**src/pkg/asr_pkg.sv**
```systemverilog
// shared constants for the serial converter readout link
package asr_pkg;
  localparam int RESULT_BITS      = 16;
  localparam int MCLK_PERIOD_NS   = 50;
  localparam int CONV_TIME_NS     = 1600;
  localparam int CONV_CYCLES_LINK = 267;
  localparam int CONV_CYCLES_MCLK = (CONV_TIME_NS + MCLK_PERIOD_NS - 1) / MCLK_PERIOD_NS;
  localparam int QUIET_PRE_NS     = 30;
  localparam int QUIET_POST_NS    = 10;
  localparam int QUIET_PRE_CYC    = (QUIET_PRE_NS + MCLK_PERIOD_NS - 1) / MCLK_PERIOD_NS;
  localparam int QUIET_POST_CYC   = (QUIET_POST_NS + MCLK_PERIOD_NS - 1) / MCLK_PERIOD_NS;
  localparam int SCK_DIV          = 2;
  localparam logic [15:0] RESULT_RESET = 16'h0000;
  typedef enum logic [1:0] {
    ASR_MODE_CS4,
    ASR_MODE_CS3,
    ASR_MODE_CHAIN
  } asr_mode_e;
endpackage : asr_pkg

```
**src/pkg/asr_if.sv**
```systemverilog
// link wires between host and converter end
`timescale 1ns/10ps
interface asr_if;
  logic convert_start;
  logic sck;
  logic serial_in_select;
  logic serial_out;
  logic serial_out_oe;
  modport device (
    input  convert_start,
    input  sck,
    input  serial_in_select,
    output serial_out,
    output serial_out_oe
  );
  modport host (
    output convert_start,
    output sck,
    output serial_in_select,
    input  serial_out,
    input  serial_out_oe
  );
endinterface : asr_if

```
**src/rtl/asr_device.sv**
```systemverilog
// converter end: mode capture, internal conversion timer, serial shifter
// Function
// [RL1] four wires carry all six modes
// [RL2] mode set by pin levels only
// [RL3] select high at start picks chip-select
// [RL4] chain: sck level enables busy
// [RL5] chain: stage shifts select input through
// [RL6] host clocks M times N edges
// [RL7] chain stages all sample together
// [RL8] no busy: host waits max conversion
// [RL9] chain busy: output rises when done
// [RL10] chain busy: host adds flush clock
// [RL11] four-wire: select input picks device
// [RL12] three-wire: start pin also selects
// [RL13] chip-select busy: host adds clock
// [RL14] early select gives busy drive-on
// [RL15] late select drives msb at once
// [RL16] host quiet after first quarter
// [RL17] host requests busy early
// [RL18] host keeps pins static near start
// [RL19] host runs sck in bursts
// [RL20] low power after each conversion
// [RL21] start rising begins conversion
// [RL22] internal clock times conversion
// [RL23] bits on sck falls, released after; in chain mode serial_out_oe stays high until reset or the next chip-select start releases it
// [RL24] conversion flag drives busy decision
`timescale 1ns/10ps
module asr_device
  import asr_pkg::*;
#(
  parameter int          CONV_CYCLES = CONV_CYCLES_LINK,
  parameter int          BITS        = RESULT_BITS
) (
  asr_if.device          link,
  input  wire logic      CONV_CLK,
  input  wire logic      RST_N,
  input  wire logic [BITS-1:0] SAMPLE,
  output logic           LOW_POWER,
  output logic           CONVERTING
);
  initial begin
    // timer counter is 16 bits wide, fall counter 6 bits
    if (CONV_CYCLES < 1 || CONV_CYCLES > 65536) $error("asr_device: bad conversion length");
    if (BITS < 2 || BITS > 32) $error("asr_device: bad result width");
  end

  logic [2:0]          pins_s;
  logic                start_s, sck_s, sel_s;
  logic                start_p_q, sck_p_q;
  logic                chain_q, busy_en_q;
  logic                conv_q;
  logic [15:0]         cnt_q;
  logic [BITS-1:0]     shift_q;
  logic [5:0]          fall_cnt_q;
  logic                done_q, drive_q, out_q, busy_armed_q;
  logic                chain_flush_q;
  logic                low_power_q;
  logic                start_rise, sck_fall, selected;

  // link pins are asynchronous to the conversion clock
  asr_sync #(.WIDTH(3)) u_sync (
    .clk   (CONV_CLK),
    .rst_n (RST_N),
    .d     ({link.convert_start, link.sck, link.serial_in_select}),
    .q     (pins_s)
  );
  assign start_s    = pins_s[2];
  assign sck_s      = pins_s[1];
  assign sel_s      = pins_s[0];
  assign start_rise = start_s & ~start_p_q; // RL21 RL7
  assign sck_fall   = sck_p_q & ~sck_s;
  // four-wire: select low; three-wire: start low too (select tied high)
  assign selected   = ~sel_s | ~start_s; // RL11 RL12

  always_ff @(posedge CONV_CLK or negedge RST_N) begin
    if (!RST_N) begin
      start_p_q <= 1'b0;
      sck_p_q   <= 1'b0;
    end else begin
      start_p_q <= start_s;
      sck_p_q   <= sck_s;
    end
  end

  // mode capture at the start edge
  always_ff @(posedge CONV_CLK or negedge RST_N) begin
    if (!RST_N) begin
      chain_q   <= 1'b0;
      busy_en_q <= 1'b0;
    end else if (start_rise) begin
      chain_q   <= ~sel_s; // RL2 RL3 RL1
      busy_en_q <= ~sel_s & sck_s; // RL4
    end
  end

  // conversion flag and internal timer
  always_ff @(posedge CONV_CLK or negedge RST_N) begin
    if (!RST_N) begin
      conv_q <= 1'b0;
      cnt_q  <= 16'h0000;
    end else if (start_rise) begin
      conv_q <= 1'b1; // RL24
      cnt_q  <= 16'(CONV_CYCLES - 1);
    end else if (conv_q) begin
      if (cnt_q == 16'h0000) conv_q <= 1'b0; // RL22 RL24
      else cnt_q <= cnt_q - 16'h0001;
    end
  end

  // low power as each conversion ends, no host command needed
  always_ff @(posedge CONV_CLK or negedge RST_N) begin
    if (!RST_N) begin
      low_power_q <= 1'b1;
    end else if (start_rise) begin
      low_power_q <= 1'b0;
    end else if (conv_q && cnt_q == 16'h0000) begin
      low_power_q <= 1'b1; // RL20
    end
  end

  assign LOW_POWER  = low_power_q; // RL20
  assign CONVERTING = conv_q;

  // chip-select busy request latched while converting
  always_ff @(posedge CONV_CLK or negedge RST_N) begin
    if (!RST_N) begin
      busy_armed_q <= 1'b0;
    end else if (start_rise) begin
      busy_armed_q <= 1'b0;
    end else if (conv_q && !chain_q && selected) begin
      busy_armed_q <= 1'b1; // RL14 RL17
    end
  end

  // result shifter and output drive
  always_ff @(posedge CONV_CLK or negedge RST_N) begin
    if (!RST_N) begin
      shift_q    <= '0;
      fall_cnt_q <= 6'h00;
      done_q     <= 1'b0;
      drive_q    <= 1'b0;
      out_q      <= 1'b0;
      chain_flush_q <= 1'b0;
    end else if (start_rise) begin
      fall_cnt_q <= 6'h00;
      done_q     <= 1'b0;
      chain_flush_q <= 1'b0;
      drive_q    <= ~sel_s; // chain drives low from the start
      out_q      <= 1'b0;
    end else if (conv_q && cnt_q == 16'h0000) begin
      shift_q <= SAMPLE;
      done_q  <= 1'b1;
      chain_flush_q <= chain_q & busy_en_q;
      if (chain_q) begin
        drive_q <= 1'b1;
        out_q   <= busy_en_q ? 1'b1 : SAMPLE[BITS-1]; // RL9
      end else if (busy_armed_q || selected) begin
        drive_q <= 1'b1; // RL14
        out_q   <= busy_armed_q ? 1'b0 : SAMPLE[BITS-1];
      end
    end else if (!conv_q && chain_q && done_q) begin
      if (sck_fall) begin
        if (chain_flush_q) begin
          // first fall only clears the start bit, msb follows
          chain_flush_q <= 1'b0; // RL9
          out_q         <= shift_q[BITS-1];
        end else begin
          // stage of a shift register: pull in upstream bit
          shift_q <= {shift_q[BITS-2:0], sel_s}; // RL5
          out_q   <= shift_q[BITS-2];
        end
      end
    end else if (!conv_q && !chain_q && done_q) begin
      if (!selected) begin
        drive_q    <= 1'b0; // RL23
        fall_cnt_q <= 6'h00;
      end else if (!drive_q && fall_cnt_q == 6'h00) begin
        drive_q <= 1'b1; // RL15
        out_q   <= shift_q[BITS-1];
      end else if (sck_fall && drive_q) begin
        fall_cnt_q <= fall_cnt_q + 6'h01;
        if (busy_armed_q && fall_cnt_q == 6'h00) begin
          out_q <= shift_q[BITS-1]; // RL14
        end else begin
          out_q   <= shift_q[BITS-2];
          shift_q <= {shift_q[BITS-2:0], 1'b0};
        end
        if (fall_cnt_q == 6'(BITS - 1 + (busy_armed_q ? 1 : 0))) begin
          drive_q <= 1'b0; // RL23
        end
      end
    end
  end

  assign link.serial_out    = out_q;
  assign link.serial_out_oe = drive_q;
endmodule : asr_device

```
**src/rtl/asr_sync.sv**
```systemverilog
// two-flop level synchroniser
`timescale 1ns/10ps
module asr_sync #(
  parameter int WIDTH = 1
) (
  input  wire logic             clk,
  input  wire logic             rst_n,
  input  wire logic [WIDTH-1:0] d,
  output logic      [WIDTH-1:0] q
);
  logic [WIDTH-1:0] meta_q;
  always_ff @(posedge clk or negedge rst_n) begin
    if (!rst_n) begin
      meta_q <= '0;
      q      <= '0;
    end else begin
      meta_q <= d;
      q      <= meta_q;
    end
  end
endmodule : asr_sync

```
**src/flat_wrapper.sv**
```systemverilog
// flat-port wrapper written by rule: the top's interface ports become plain ports
module asr_device_flat import asr_pkg::*;
#(
  parameter int          CONV_CYCLES = CONV_CYCLES_LINK,
  parameter int          BITS        = RESULT_BITS
)
  (CONV_CLK, RST_N, SAMPLE, LOW_POWER, CONVERTING, link_convert_start, link_sck, link_serial_in_select, link_serial_out, link_serial_out_oe);
  asr_if link_i ();
  input  wire logic CONV_CLK;
  input  wire logic RST_N;
  input  wire logic [BITS-1:0] SAMPLE;
  output logic LOW_POWER;
  output logic CONVERTING;
  input wire logic [$bits(link_i.convert_start)-1:0] link_convert_start;
  input wire logic [$bits(link_i.sck)-1:0] link_sck;
  input wire logic [$bits(link_i.serial_in_select)-1:0] link_serial_in_select;
  output wire logic [$bits(link_i.serial_out)-1:0] link_serial_out;
  output wire logic [$bits(link_i.serial_out_oe)-1:0] link_serial_out_oe;
  assign link_i.convert_start = link_convert_start;
  assign link_i.sck = link_sck;
  assign link_i.serial_in_select = link_serial_in_select;
  assign link_serial_out = link_i.serial_out;
  assign link_serial_out_oe = link_i.serial_out_oe;
  asr_device #(.CONV_CYCLES(CONV_CYCLES), .BITS(BITS)) u_core (.link(link_i), .CONV_CLK(CONV_CLK), .RST_N(RST_N), .SAMPLE(SAMPLE), .LOW_POWER(LOW_POWER), .CONVERTING(CONVERTING));
endmodule
```
**config.mk**
```make
export PLATFORM = sky130hd
export DESIGN_NAME = asr_device_flat
export DESIGN_NICKNAME = d
export VERILOG_FILES = /design/src/pkg/asr_pkg.sv /design/src/pkg/asr_if.sv /design/src/rtl/asr_device.sv /design/src/rtl/asr_sync.sv /design/src/flat_wrapper.sv
export SDC_FILE = /design/constraint.sdc
export NUM_CORES = 1
export LEC_CHECK = 0
export BUFFER_PORTS_ARGS = -buffer_cell sky130_fd_sc_hd__buf_4
export CORE_AREA = 2 2 71 73
export CTS_CLUSTER_DIAMETER = 120
export DETAILED_ROUTE_END_ITERATION = 12
export DIE_AREA = 0 0 73 75
export PLACE_DENSITY = 0.92
export SLEW_MARGIN = 20
export SYNTH_ARGS = -nofsm -noshare
export SYNTH_HDL_FRONTEND = slang
export SYNTH_HIERARCHICAL = 1
export SYNTH_SLANG_ARGS = --single-unit
```
**constraint.sdc**
```tcl
create_clock -name CONV_CLK -period 3.7 [get_ports CONV_CLK]
set_input_delay 0 -clock CONV_CLK [delete_from_list [all_inputs] [get_ports CONV_CLK]]
set_output_delay 0 -clock CONV_CLK [all_outputs]
set_load 0.02 [all_outputs]
```
==> results of run 1 <==
flip-flops by register name (all words and copies together), names as in the netlist:
register	cells
u_core/cnt_q	16
u_core/shift_q	16
u_core/fall_cnt_q	6
u_core/u_sync/meta_q	3
u_core/u_sync/q	3
u_core/CONVERTING	1
u_core/LOW_POWER	1
u_core/busy_armed_q	1
u_core/busy_en_q	1
u_core/chain_flush_q	1
u_core/chain_q	1
u_core/done_q	1
u_core/link.serial_out	1
u_core/link.serial_out_oe	1
u_core/sck_p_q	1
u_core/start_p_q	1
layer usage:
metal  vias up  GRT usage (%)  wire length (um)
met4         0          9.053               102
li1       1006              -                 -
met1      1035          30.28              2565
met5         -              0                 0
met3        10          4.418               213
met2        63          40.14              3019
cell families (layout without fill, tap and decap cells):
logic type | after synthesis | after routing | synth area share (%)
adder cells (fa/ha/maj) | 4 | 4 | 1.738
AND/OR/NAND/NOR | 104 | 104 | 20.63
XOR/XNOR | 11 | 11 | 3.345
buffers and inverters | 19 | 48 | 3.562
AO/OA/AOI/OAI | 41 | 41 | 9.861
multiplexers | 30 | 30 | 13.03
flip-flops | 55 | 55 | 47.83
where the power goes:
group | switching [mW] | total (mW) | internal (mW) | leakage, nW
sequential | 0.106 | 0.779 | 0.673 | 0.713
clock | 0.200 | 0.336 | 0.136 | 0.0443
combinational | 0.212 | 0.387 | 0.175 | 0.723
total | 0.518 | 1.50 | 0.984 | 1.48
layout by cell type (no fill, tap or decap), types with 2 or more instances in the layout:
cell type,n
or3_1,3
o211ai_1,3
nor3b_1,2
mux2_2,20
or2b_2,2
clkbuf_8,5
nor3_1,4
o21ai_0,11
a31oi_1,2
o21a_1,2
inv_1,9
nand3b_1,3
and2_1,3
dfrtp_1,54
clkinv_4,2
dlygate4sd3_1,4
nor4_1,5
nand4_1,7
ha_1,4
mux2_4,10
and3b_1,2
a22o_1,3
nand3_1,10
nor4b_1,2
xor2_1,10
a21oi_1,7
or2_2,3
nand2_1,19
nor2b_1,3
nand4b_1,2
or4_1,2
a211oi_1,2
o41ai_1,2
buf_4,27
nor2_1,23
through the flow:
stage	hold WS [ps]	instance area [um2]	total power [mW]	utilization, %	setup WS [ps]
2_1_floorplan	-295.6	2880	1.050	-	1473
3_3_place_gp	75.10	3082	1.133	66.12	1225
3_5_place_dp	78.50	3082	1.161	66.12	1063
4_1_cts	27.44	3216	1.508	68.99	1019
5_1_grt	27.39	3216	1.597	68.99	844.3
6_report	31.10	3216	1.502	68.99	980.5
how the worst min path moves through the flow:
stage | end | slack (ps) | cells after the start
after floorplan | u_core/CONVERTING | -300 | 0
after CTS | u_core/shift_q[4] | 30 | 3
final | u_core/shift_q[4] | 30 | 3
after detailed placement | u_core/cnt_q[11] | 80 | 1
after global placement | u_core/cnt_q[11] | 80 | 1
after global routing | u_core/shift_q[4] | 30 | 3
critical path, stage by stage, from the launching register on:
cell and delay, ps:
dfrtp_1 410, inv_1 90, ha_1 190, nor4b_1 180, a41oi_2 650, nand4_1 270, or4b_2 700, a21oi_1 180
layout make-up:
cell class | count | area [um2] | share of cell area (%)
clock inverters | 3 | 25.02 | 0.7782
repair buffers | 31 | 242.7 | 7.549
inverters | 9 | 33.78 | 1.051
flip-flops and latches | 55 | 1378 | 42.84
well taps | 54 | 67.56 | 2.101
clock buffers | 5 | 68.82 | 2.140
multi-input cells | 190 | 1400 | 43.54
==> flow_metrics.py, run 1 <==
metrics = {
    "run_status": {
        "status": "completed",
    },
    "clock_network": {
        "cts_buffers": 5,
        "post_cts_buffers": 0,
        "postCtsHoldBufs": 4,
        "clock_path_buffers": 2,
        "cts_max_level": 2,
        "tritoncts": "built",
        "clkSlewWorstSetupHoldPaths_ps": 100,
        "clkSinkCount": 55,
        "insertion_delay_ps": 320,
        "cts-root-buf": "clkbuf_8",
        "ctsResizeCount": 0,
    },
    "logic_synthesis": {
        "synthTopCellsByCount": "dfrtp_1 (54), nor2_1 (23), mux2_2 (20), nand2_1 (19), o21ai_0 (11)",
        "synth.most_common_cell": "dfrtp_1",
        "yosysSeqAreaShare_pct": 47.83,
        "synthCells": 264,
        "synth_area_leaders": "dfrtp_1 (47%), mux2_2 (7.8%), mux2_4 (5.2%)",
        "syn-num-nets": 289,
        "syn-cell-area_um2": 2880,
        "synth_edf_count": 0,
        "synth_top_cell_by_area": "dfrtp_1",
        "ys.warnings.count": 6,
        "synth_top_area_share_pct": 46.92,
        "async_reset_ff_share_pct": 100.0,
        "synth_area_per_cell_um2": 10.91,
        "synth-seq-cells": 55,
        "ys.flop_type": "dfrtp_1",
        "synth.distinct_cells": 56,
    },
    "setup_path": {
        "r2r_end": "u_core/cnt_q[14]",
        "r2r_start": "u_core/cnt_q[0]",
        "path_class": "flop to flop",
        "critPathMaxFanout": 17,
        "worstPathRequired_ps": 3940,
        "cp-startpoint": "u_core/cnt_q[0]",
        "crit_path_end": "u_core/cnt_q[14]",
        "rrSetupSlack_ps": 980,
        "reg2reg_depth": 7,
        "endpoint_kind": "flop",
        "timing.critical_path.arrival_ps": 2960,
        "start_kind": "flop",
    },
    "timing": {
        "tightest_slew_ps": 1009,
        "setup_viol": 0,
        "hold_violations": 0,
        "fin_skew_ps": 11.90,
        "relSlewSlack_pct": 32.11,
        "fin_setup_tns_ps": 0,
        "period_share_pct": 73.50,
        "maxSlewViolCount": 0,
        "rsz0062_at_grt": "no",
        "max_freq_mhz": 367.7,
        "min_period_ps": 2719,
    },
    "placement": {
        "place.gp.congestion": 0.8797,
        "dp_cells": 335,
        "portBuffers": 24,
        "place_hpwl_um": 3962,
    },
    "floorplan": {
        "core-area_um2": 4661,
        "start_util_pct": 61.80,
        "num_io_pins": 25,
        "die_w_um": 73,
        "rows": 25,
        "die_area_um2": 5475,
        "die_h_um": 75,
    },
    "routing": {
        "first_pass_iters": 4,
        "wl_per_cell_um": 17.01,
        "vias_per_cell": 6.092,
        "dr.first_iter.drc_count": 157,
        "vias": 2114,
        "antenna_left": 0,
        "drcViolationCount": 0,
        "wl_um": 5901,
    },
    "global_route": {
        "grt_overflow": 0,
        "antenna_found_initial": 0,
        "grt_usage_pct": 23.65,
        "grt_pass1_wl_um": 9804,
        "grt_max_degree": 56,
        "grt_pass1_vias": 2098,
    },
    "cells_and_area": {
        "final.fill_count": 301,
        "stdcell_count": 347,
        "drive_gt1_share_pct": 27.30,
        "synthToLayoutAreaGrowth_pct": 11.64,
        "antenna_cells": 0,
        "nNetsFinal": 317,
    },
    "run": {
        "drv_cap": 0,
    },
    "worst_hold_path": {
        "hp-start": "SAMPLE[4]",
        "hp-class": "input pin to flop",
    },
    "pwr": {
        "total_leakage_power_nw": 1.481,
        "irDropWorstVdd_v": 0.0004274,
        "p_per_area_nw_per_um2": 467.1,
    },
}
Power figures use the tool's default switching activity.
==> run 2, diff against run 1 <==
--- a/config.mk
+++ b/config.mk
@@ -5,12 +5,13 @@
 export SDC_FILE = /design/constraint.sdc
 export NUM_CORES = 1
 export LEC_CHECK = 0
+export ABC_AREA = 1
 export BUFFER_PORTS_ARGS = -buffer_cell sky130_fd_sc_hd__buf_4
-export CORE_AREA = 2 2 71 73
+export CORE_AREA = 2 2 78 80
 export CTS_CLUSTER_DIAMETER = 120
 export DETAILED_ROUTE_END_ITERATION = 12
-export DIE_AREA = 0 0 73 75
-export PLACE_DENSITY = 0.92
+export DIE_AREA = 0 0 80 82
+export PLACE_DENSITY = 0.84
 export SLEW_MARGIN = 20
 export SYNTH_ARGS = -nofsm -noshare
 export SYNTH_HDL_FRONTEND = slang
==> constraint.sdc (replaced) <==
create_clock -name CONV_CLK -period 2.3 [get_ports CONV_CLK]
set_input_delay 0 -clock CONV_CLK [delete_from_list [all_inputs] [get_ports CONV_CLK]]
set_output_delay 0 -clock CONV_CLK [all_outputs]
set_load 0.02 [all_outputs]
==> flow_metrics.py, run 2 <==
metrics = {
    "run_status": {
        "status": "completed",
    },
    "floorplan": {
        "rows": 28,
        "num_io_pins": 25,
        "die_h_um": 82,
        "start_util_pct": 51.94,
        "die_w_um": 80,
        "core-area_um2": 5746,
        "die_area_um2": 6560,
    },
    "setup_path": {
        "endpoint_kind": "flop",
        "timing.critical_path.arrival_ps": 2210,
        "start_kind": "flop",
        "worstPathRequired_ps": 2520,
        "critPathMaxFanout": 30,
        "path_class": "flop to flop",
    },
    "global_route": {
        "grt_max_degree": 56,
        "antenna_found_initial": 0,
        "grt_pass1_vias": 2435,
        "grt_pass1_wl_um": 10740,
        "grt_usage_pct": 20.56,
        "grt_overflow": 0,
    },
    "timing": {
        "relSlewSlack_pct": 55.09,
        "maxSlewViolCount": 0,
        "tightest_slew_ps": 673.6,
        "rsz0062_at_grt": "no",
        "hold_violations": 0,
        "period_share_pct": 86.32,
        "min_period_ps": 1985,
        "fin_setup_tns_ps": 0,
        "fin_skew_ps": 10.19,
        "setup_viol": 0,
        "max_freq_mhz": 503.7,
    },
    "logic_synthesis": {
        "synth.distinct_cells": 38,
        "synthTopCellsByCount": "nand2_1 (94), dfrtp_1 (54), inv_1 (50), o21ai_0 (43), nor2_1 (40)",
        "yosysSeqAreaShare_pct": 46.16,
        "syn-cell-area_um2": 2984,
        "synth_edf_count": 0,
        "synth_area_leaders": "dfrtp_1 (45%), nand2_1 (12%), o21ai_0 (7.2%)",
        "syn-num-nets": 412,
        "synth_area_per_cell_um2": 7.711,
        "synth_top_area_share_pct": 45.28,
        "synth_top_cell_by_area": "dfrtp_1",
        "async_reset_ff_share_pct": 100.0,
        "ys.warnings.count": 6,
        "synth.most_common_cell": "nand2_1",
        "synth-seq-cells": 55,
        "synthCells": 387,
        "ys.flop_type": "dfrtp_1",
    },
    "clock_network": {
        "clkSlewWorstSetupHoldPaths_ps": 110,
        "insertion_delay_ps": 320,
        "cts_max_level": 2,
        "clock_path_buffers": 2,
        "cts_buffers": 5,
        "clkSinkCount": 55,
        "post_cts_buffers": 0,
        "cts-root-buf": "clkbuf_8",
        "tritoncts": "built",
    },
    "pwr": {
        "p_sw_share_pct": 38.09,
        "p_per_area_nw_per_um2": 819.1,
        "pwr-share-comb_pct": 32.5,
        "total_leakage_power_nw": 1.654,
        "p_seq_share_pct": 47.1,
        "power_mw": 2.791,
        "p_int_mw": 1.728,
        "clkPwrFrac_pct": 20.3,
        "switching_power_mw": 1.063,
        "irDropWorstVdd_v": 0.0005796,
    },
    "routing": {
        "wl_um": 6298,
        "drcViolationCount": 0,
        "dr.first_iter.drc_count": 224,
        "vias_per_cell": 5.319,
        "first_pass_iters": 5,
        "antenna_left": 0,
        "wl_per_cell_um": 12.65,
        "vias": 2649,
    },
    "worst_hold_path": {
        "hp-class": "input pin to flop",
    },
    "cells_and_area": {
        "final_common_cell": "nand2_1",
        "synthToLayoutAreaGrowth_pct": 14.17,
        "seq_area_um2": 1378,
        "nNetsFinal": 447,
        "post-route-util_pct": 59.30,
        "layout_common_cells": "nand2_1 (94), dfrtp_1 (54), inv_1 (50), o21ai_0 (43), nor2_1 (40)",
        "top_regs": "u_core/cnt_q: 16 flops, u_core/shift_q: 16 flops, u_core/fall_cnt_q: 6 flops",
        "stdcell_count": 498,
        "final.fill_count": 502,
        "final_cell_area_um2": 3407,
        "drive_gt1_share_pct": 14.66,
        "multi_input_area_um2": 1335,
        "antenna_cells": 0,
    },
    "placement": {
        "place.gp.congestion": 0.9113,
        "portBuffers": 24,
        "place_hpwl_um": 4392,
        "place_area_um2": 3209,
        "dp_cells": 480,
    },
    "run": {
        "drv_cap": 0,
    },
}
run 2: metrics by stage:
step / setup WS, ps / hold WS (ps)
global route: 126.2 / 26.27
floorplan: 583.0 / -295.6
CTS: 218.3 / 0.7067
detailed placement: 216.7 / 90.32
finish: 314.7 / 7.394
global placement: 379.2 / 82.01
run 2: worst max-delay path: stages, from the launching register on:
cell	delay [ps]
dfrtp_1	400
inv_1	170
ha_1	200
nand2_2	70
nor2_4	160
nand3_4	140
inv_1	130
buf_4	280
nand2_1	80
o21ai_0	90
nand2_1	60
o21ai_0	110
run 2: repair_timing:
action | in CTS | in global routing
resized for setup | 0 | 1
hold buffers | 10 | 0
setup endpoints to repair | 0 | 5
endpoints found under the hold margin | 63 | 0
run 2: per-layer routing:
metal | up-vias | global-route usage, % | part of all wire (%)
met3 | 14 | 3.187 | 5.3
met5 | - | 0 | 0
met4 | 0 | 6.780 | 1.9
met2 | 104 | 34.67 | 49
li1 | 1319 | - | -
met1 | 1212 | 27.23 | 43
run 2: path summary, 6_finish.rpt:
path                                              start                 end  slack (ps)  depth (start not counted)
worst min-delay path                         SAMPLE[13]  u_core/shift_q[13]           7                          5
worst max-delay path                    u_core/cnt_q[0]   u_core/shift_q[7]         310                         11
min in group asynchronous                         RST_N    u_core/cnt_q[12]         260                          2
max in group asynchronous                         RST_N    u_core/cnt_q[14]        1590                          2
worst max register to register          u_core/cnt_q[0]   u_core/shift_q[7]         310                         11
worst min register to register  u_core/u_sync/meta_q[0]  u_core/u_sync/q[0]         360                          0
run 2: final cells by class:
type,instances,area share (%)
sequential,55,40.43
multi-input combinational,270,39.18
timing repair buffer,37,8.887
inverter,53,5.913
tap,75,2.754
clock buffer,5,2.020
clock inverter,3,0.8079
run 2: power groups by stage:
stage                     clock network (mW)  logic [mW]  registers [mW]
after floorplan                            0       0.672            1.31
after global placement                     0       0.845            1.32
after detailed placement                   0       0.887            1.33
after CTS                              0.586       0.906            1.32
after global routing                   0.618        1.05            1.34
final                                  0.567       0.908            1.32
run 2: kinds of logic after synthesis:
kind of cell | count (synthesis) | share of synthesized area [%]
AOI/OAI and AO/OA | 71 | 13.46
xor gates and xnor gates | 2 | 0.5871
adders and majority gates | 4 | 1.677
buffers and inverters | 62 | 9.098
DFF | 55 | 46.16
and+or+nand+nor | 193 | 29.01
==> run 3, diff against run 2 <==
==> constraint.sdc (replaced) <==
create_clock -name CONV_CLK -period 2.3 [get_ports CONV_CLK]
set_input_delay 0.345 -clock CONV_CLK [delete_from_list [all_inputs] [get_ports CONV_CLK]]
set_output_delay 0.345 -clock CONV_CLK [all_outputs]
set_load 0.02 [all_outputs]
==> flow_metrics.py, run 3 (synthesized netlist as in run 2, its figures left out) <==
metrics = {
    "run_status": {
        "status": "completed",
    },
    "routing": {
        "vias": 2594,
        "wl_per_cell_um": 12.62,
        "wl_um": 6160,
        "vias_per_cell": 5.316,
        "dr.first_iter.drc_count": 194,
        "antenna_left": 0,
        "drcViolationCount": 0,
        "first_pass_iters": 5,
    },
    "global_route": {
        "grt_pass1_wl_um": 10520,
        "grt_max_degree": 56,
        "grt_pass1_vias": 2393,
        "grt_overflow": 0,
        "antenna_found_initial": 0,
        "grt_usage_pct": 20.17,
    },
    "setup_path": {
        "timing.critical_path.arrival_ps": 2150,
        "cp-startpoint": "u_core/cnt_q[0]",
        "r2r_start": "u_core/cnt_q[0]",
        "worstPathRequired_ps": 2490,
        "cp_cell_sequence": "inv_1 > ha_1 > nand2_2 > nor2_4 > nand3_4 > nand2_1 > inv_2 > nand2_2 > nand2_2 > inv_4 > o21ai_0",
        "crit_buf_inv": 3,
        "path_class": "flop to flop",
        "cpMostUsedCell": "nand2_2",
        "endpoint_kind": "flop",
        "start_kind": "flop",
        "slowest_stage": "dfrtp_1",
        "cp_top_family": "simple AND/OR/NAND/NOR gates",
        "cp_slowest_stage_delay_ps": 400,
        "critPathMaxFanout": 29,
    },
    "floorplan": {
        "die_area_um2": 6560,
        "die_w_um": 80,
        "die_h_um": 82,
        "start_util_pct": 51.94,
        "core-area_um2": 5746,
        "num_io_pins": 25,
        "rows": 28,
    },
    "timing": {
        "period_share_pct": 85.42,
        "fin_skew_ps": 8.622,
        "hold_violations": 0,
        "max_freq_mhz": 509.0,
        "maxSlewViolCount": 0,
        "min_period_ps": 1965,
        "relSlewSlack_pct": 55.02,
        "fin_ws_ps": 335.3,
        "setup_viol": 0,
        "tightest_slew_ps": 674.7,
        "fin_setup_tns_ps": 0,
        "rsz0062_at_grt": "no",
    },
    "cells_and_area": {
        "multi_input_area_um2": 1335,
        "post-route-util_pct": 57.56,
        "nNetsFinal": 437,
        "seq_area_um2": 1378,
        "layout_common_cells": "nand2_1 (94), dfrtp_1 (54), inv_1 (50), o21ai_0 (43), nor2_1 (40)",
        "stdcell_count": 488,
        "final.fill_count": 517,
        "synthToLayoutAreaGrowth_pct": 10.82,
        "drive_gt1_share_pct": 15.01,
        "final_common_cell": "nand2_1",
        "top_regs": "u_core/cnt_q: 16 flops, u_core/shift_q: 16 flops, u_core/fall_cnt_q: 6 flops",
        "antenna_cells": 0,
    },
    "pwr": {
        "irDropWorstVdd_v": 0.0005799,
        "p_per_area_nw_per_um2": 840.6,
        "power_mw": 2.780,
        "total_leakage_power_nw": 1.612,
    },
    "clock_network": {
        "cts_max_level": 2,
        "clkSinkCount": 55,
        "clkSlewWorstSetupHoldPaths_ps": 110,
        "postCtsHoldBufs": 0,
        "cts-root-buf": "clkbuf_8",
        "post_cts_buffers": 0,
        "insertion_delay_ps": 320,
        "tritoncts": "built",
        "clock_path_buffers": 2,
        "cts_buffers": 5,
    },
    "placement": {
        "dp_cells": 480,
        "place_hpwl_um": 4392,
        "place.gp.congestion": 0.9113,
        "portBuffers": 24,
        "dp_slack_ps": 216.7,
    },
    "worst_hold_path": {
        "hp-class": "input pin to async pin",
    },
    "run": {
        "drv_cap": 0,
    },
}
## run 3: cell type report
type | instances | area share [%]
Multi-Input combinational cell | 270 | 40.37
Inverter | 53 | 6.092
Timing Repair Buffer | 27 | 6.129
Clock buffer | 5 | 2.081
Tap cell | 75 | 2.838
Sequential cell | 55 | 41.66
Clock inverter | 3 | 0.8324
## run 3: final timing paths
path / endpoint / cells after the start / slack (ps)
max in group asynchronous: u_core/cnt_q[14] / 1 / 1800
min reg2reg: u_core/u_sync/q[0] / 0 / 360
max reg2reg: u_core/shift_q[7] / 11 / 340
min in group CONV_CLK: u_core/u_sync/meta_q[2] / 1 / 130
max: u_core/shift_q[7] / 11 / 340
min: u_core/cnt_q[12] / 1 / 50
## run 3: worst reg2reg max path: cells and delay by family (launching register included)
family                   cells  cell delay (ps)
buffers and inverters        3              460
adder cells (fa/ha/maj)      1              200
AND/OR/NAND/NOR              6              610
flip-flops                   1              400
AO/OA/AOI/OAI                1              170
## run 3: power by group
group          switching, mW  internal (mW)
Clock                  0.345          0.224
Combinational          0.563          0.331
Sequential             0.155           1.16
## run 3: stage by stage
stage | hold WS [ps] | cell area, um2
floorplan | 49.41 | 2984
global placement | 333.3 | 3209
detailed placement | 334.7 | 3209
CTS | 87.47 | 3306
global route | 109.8 | 3307
finish | 54.39 | 3307
## run 3: metal layers
metal	part of all wire, %	global-route usage (%)	vias to the layer above
li1	-	-	1298
met1	43	26.76	1184
met2	49	33.83	92
met3	5.1	3.187	20
met4	2.3	6.780	0
met5	0	0	-
## run 3: repair_timing
action                                  CTS  global route
endpoints found under the setup margin    0             5
endpoints found under the hold margin     0             0
gates resized for setup                   0             1
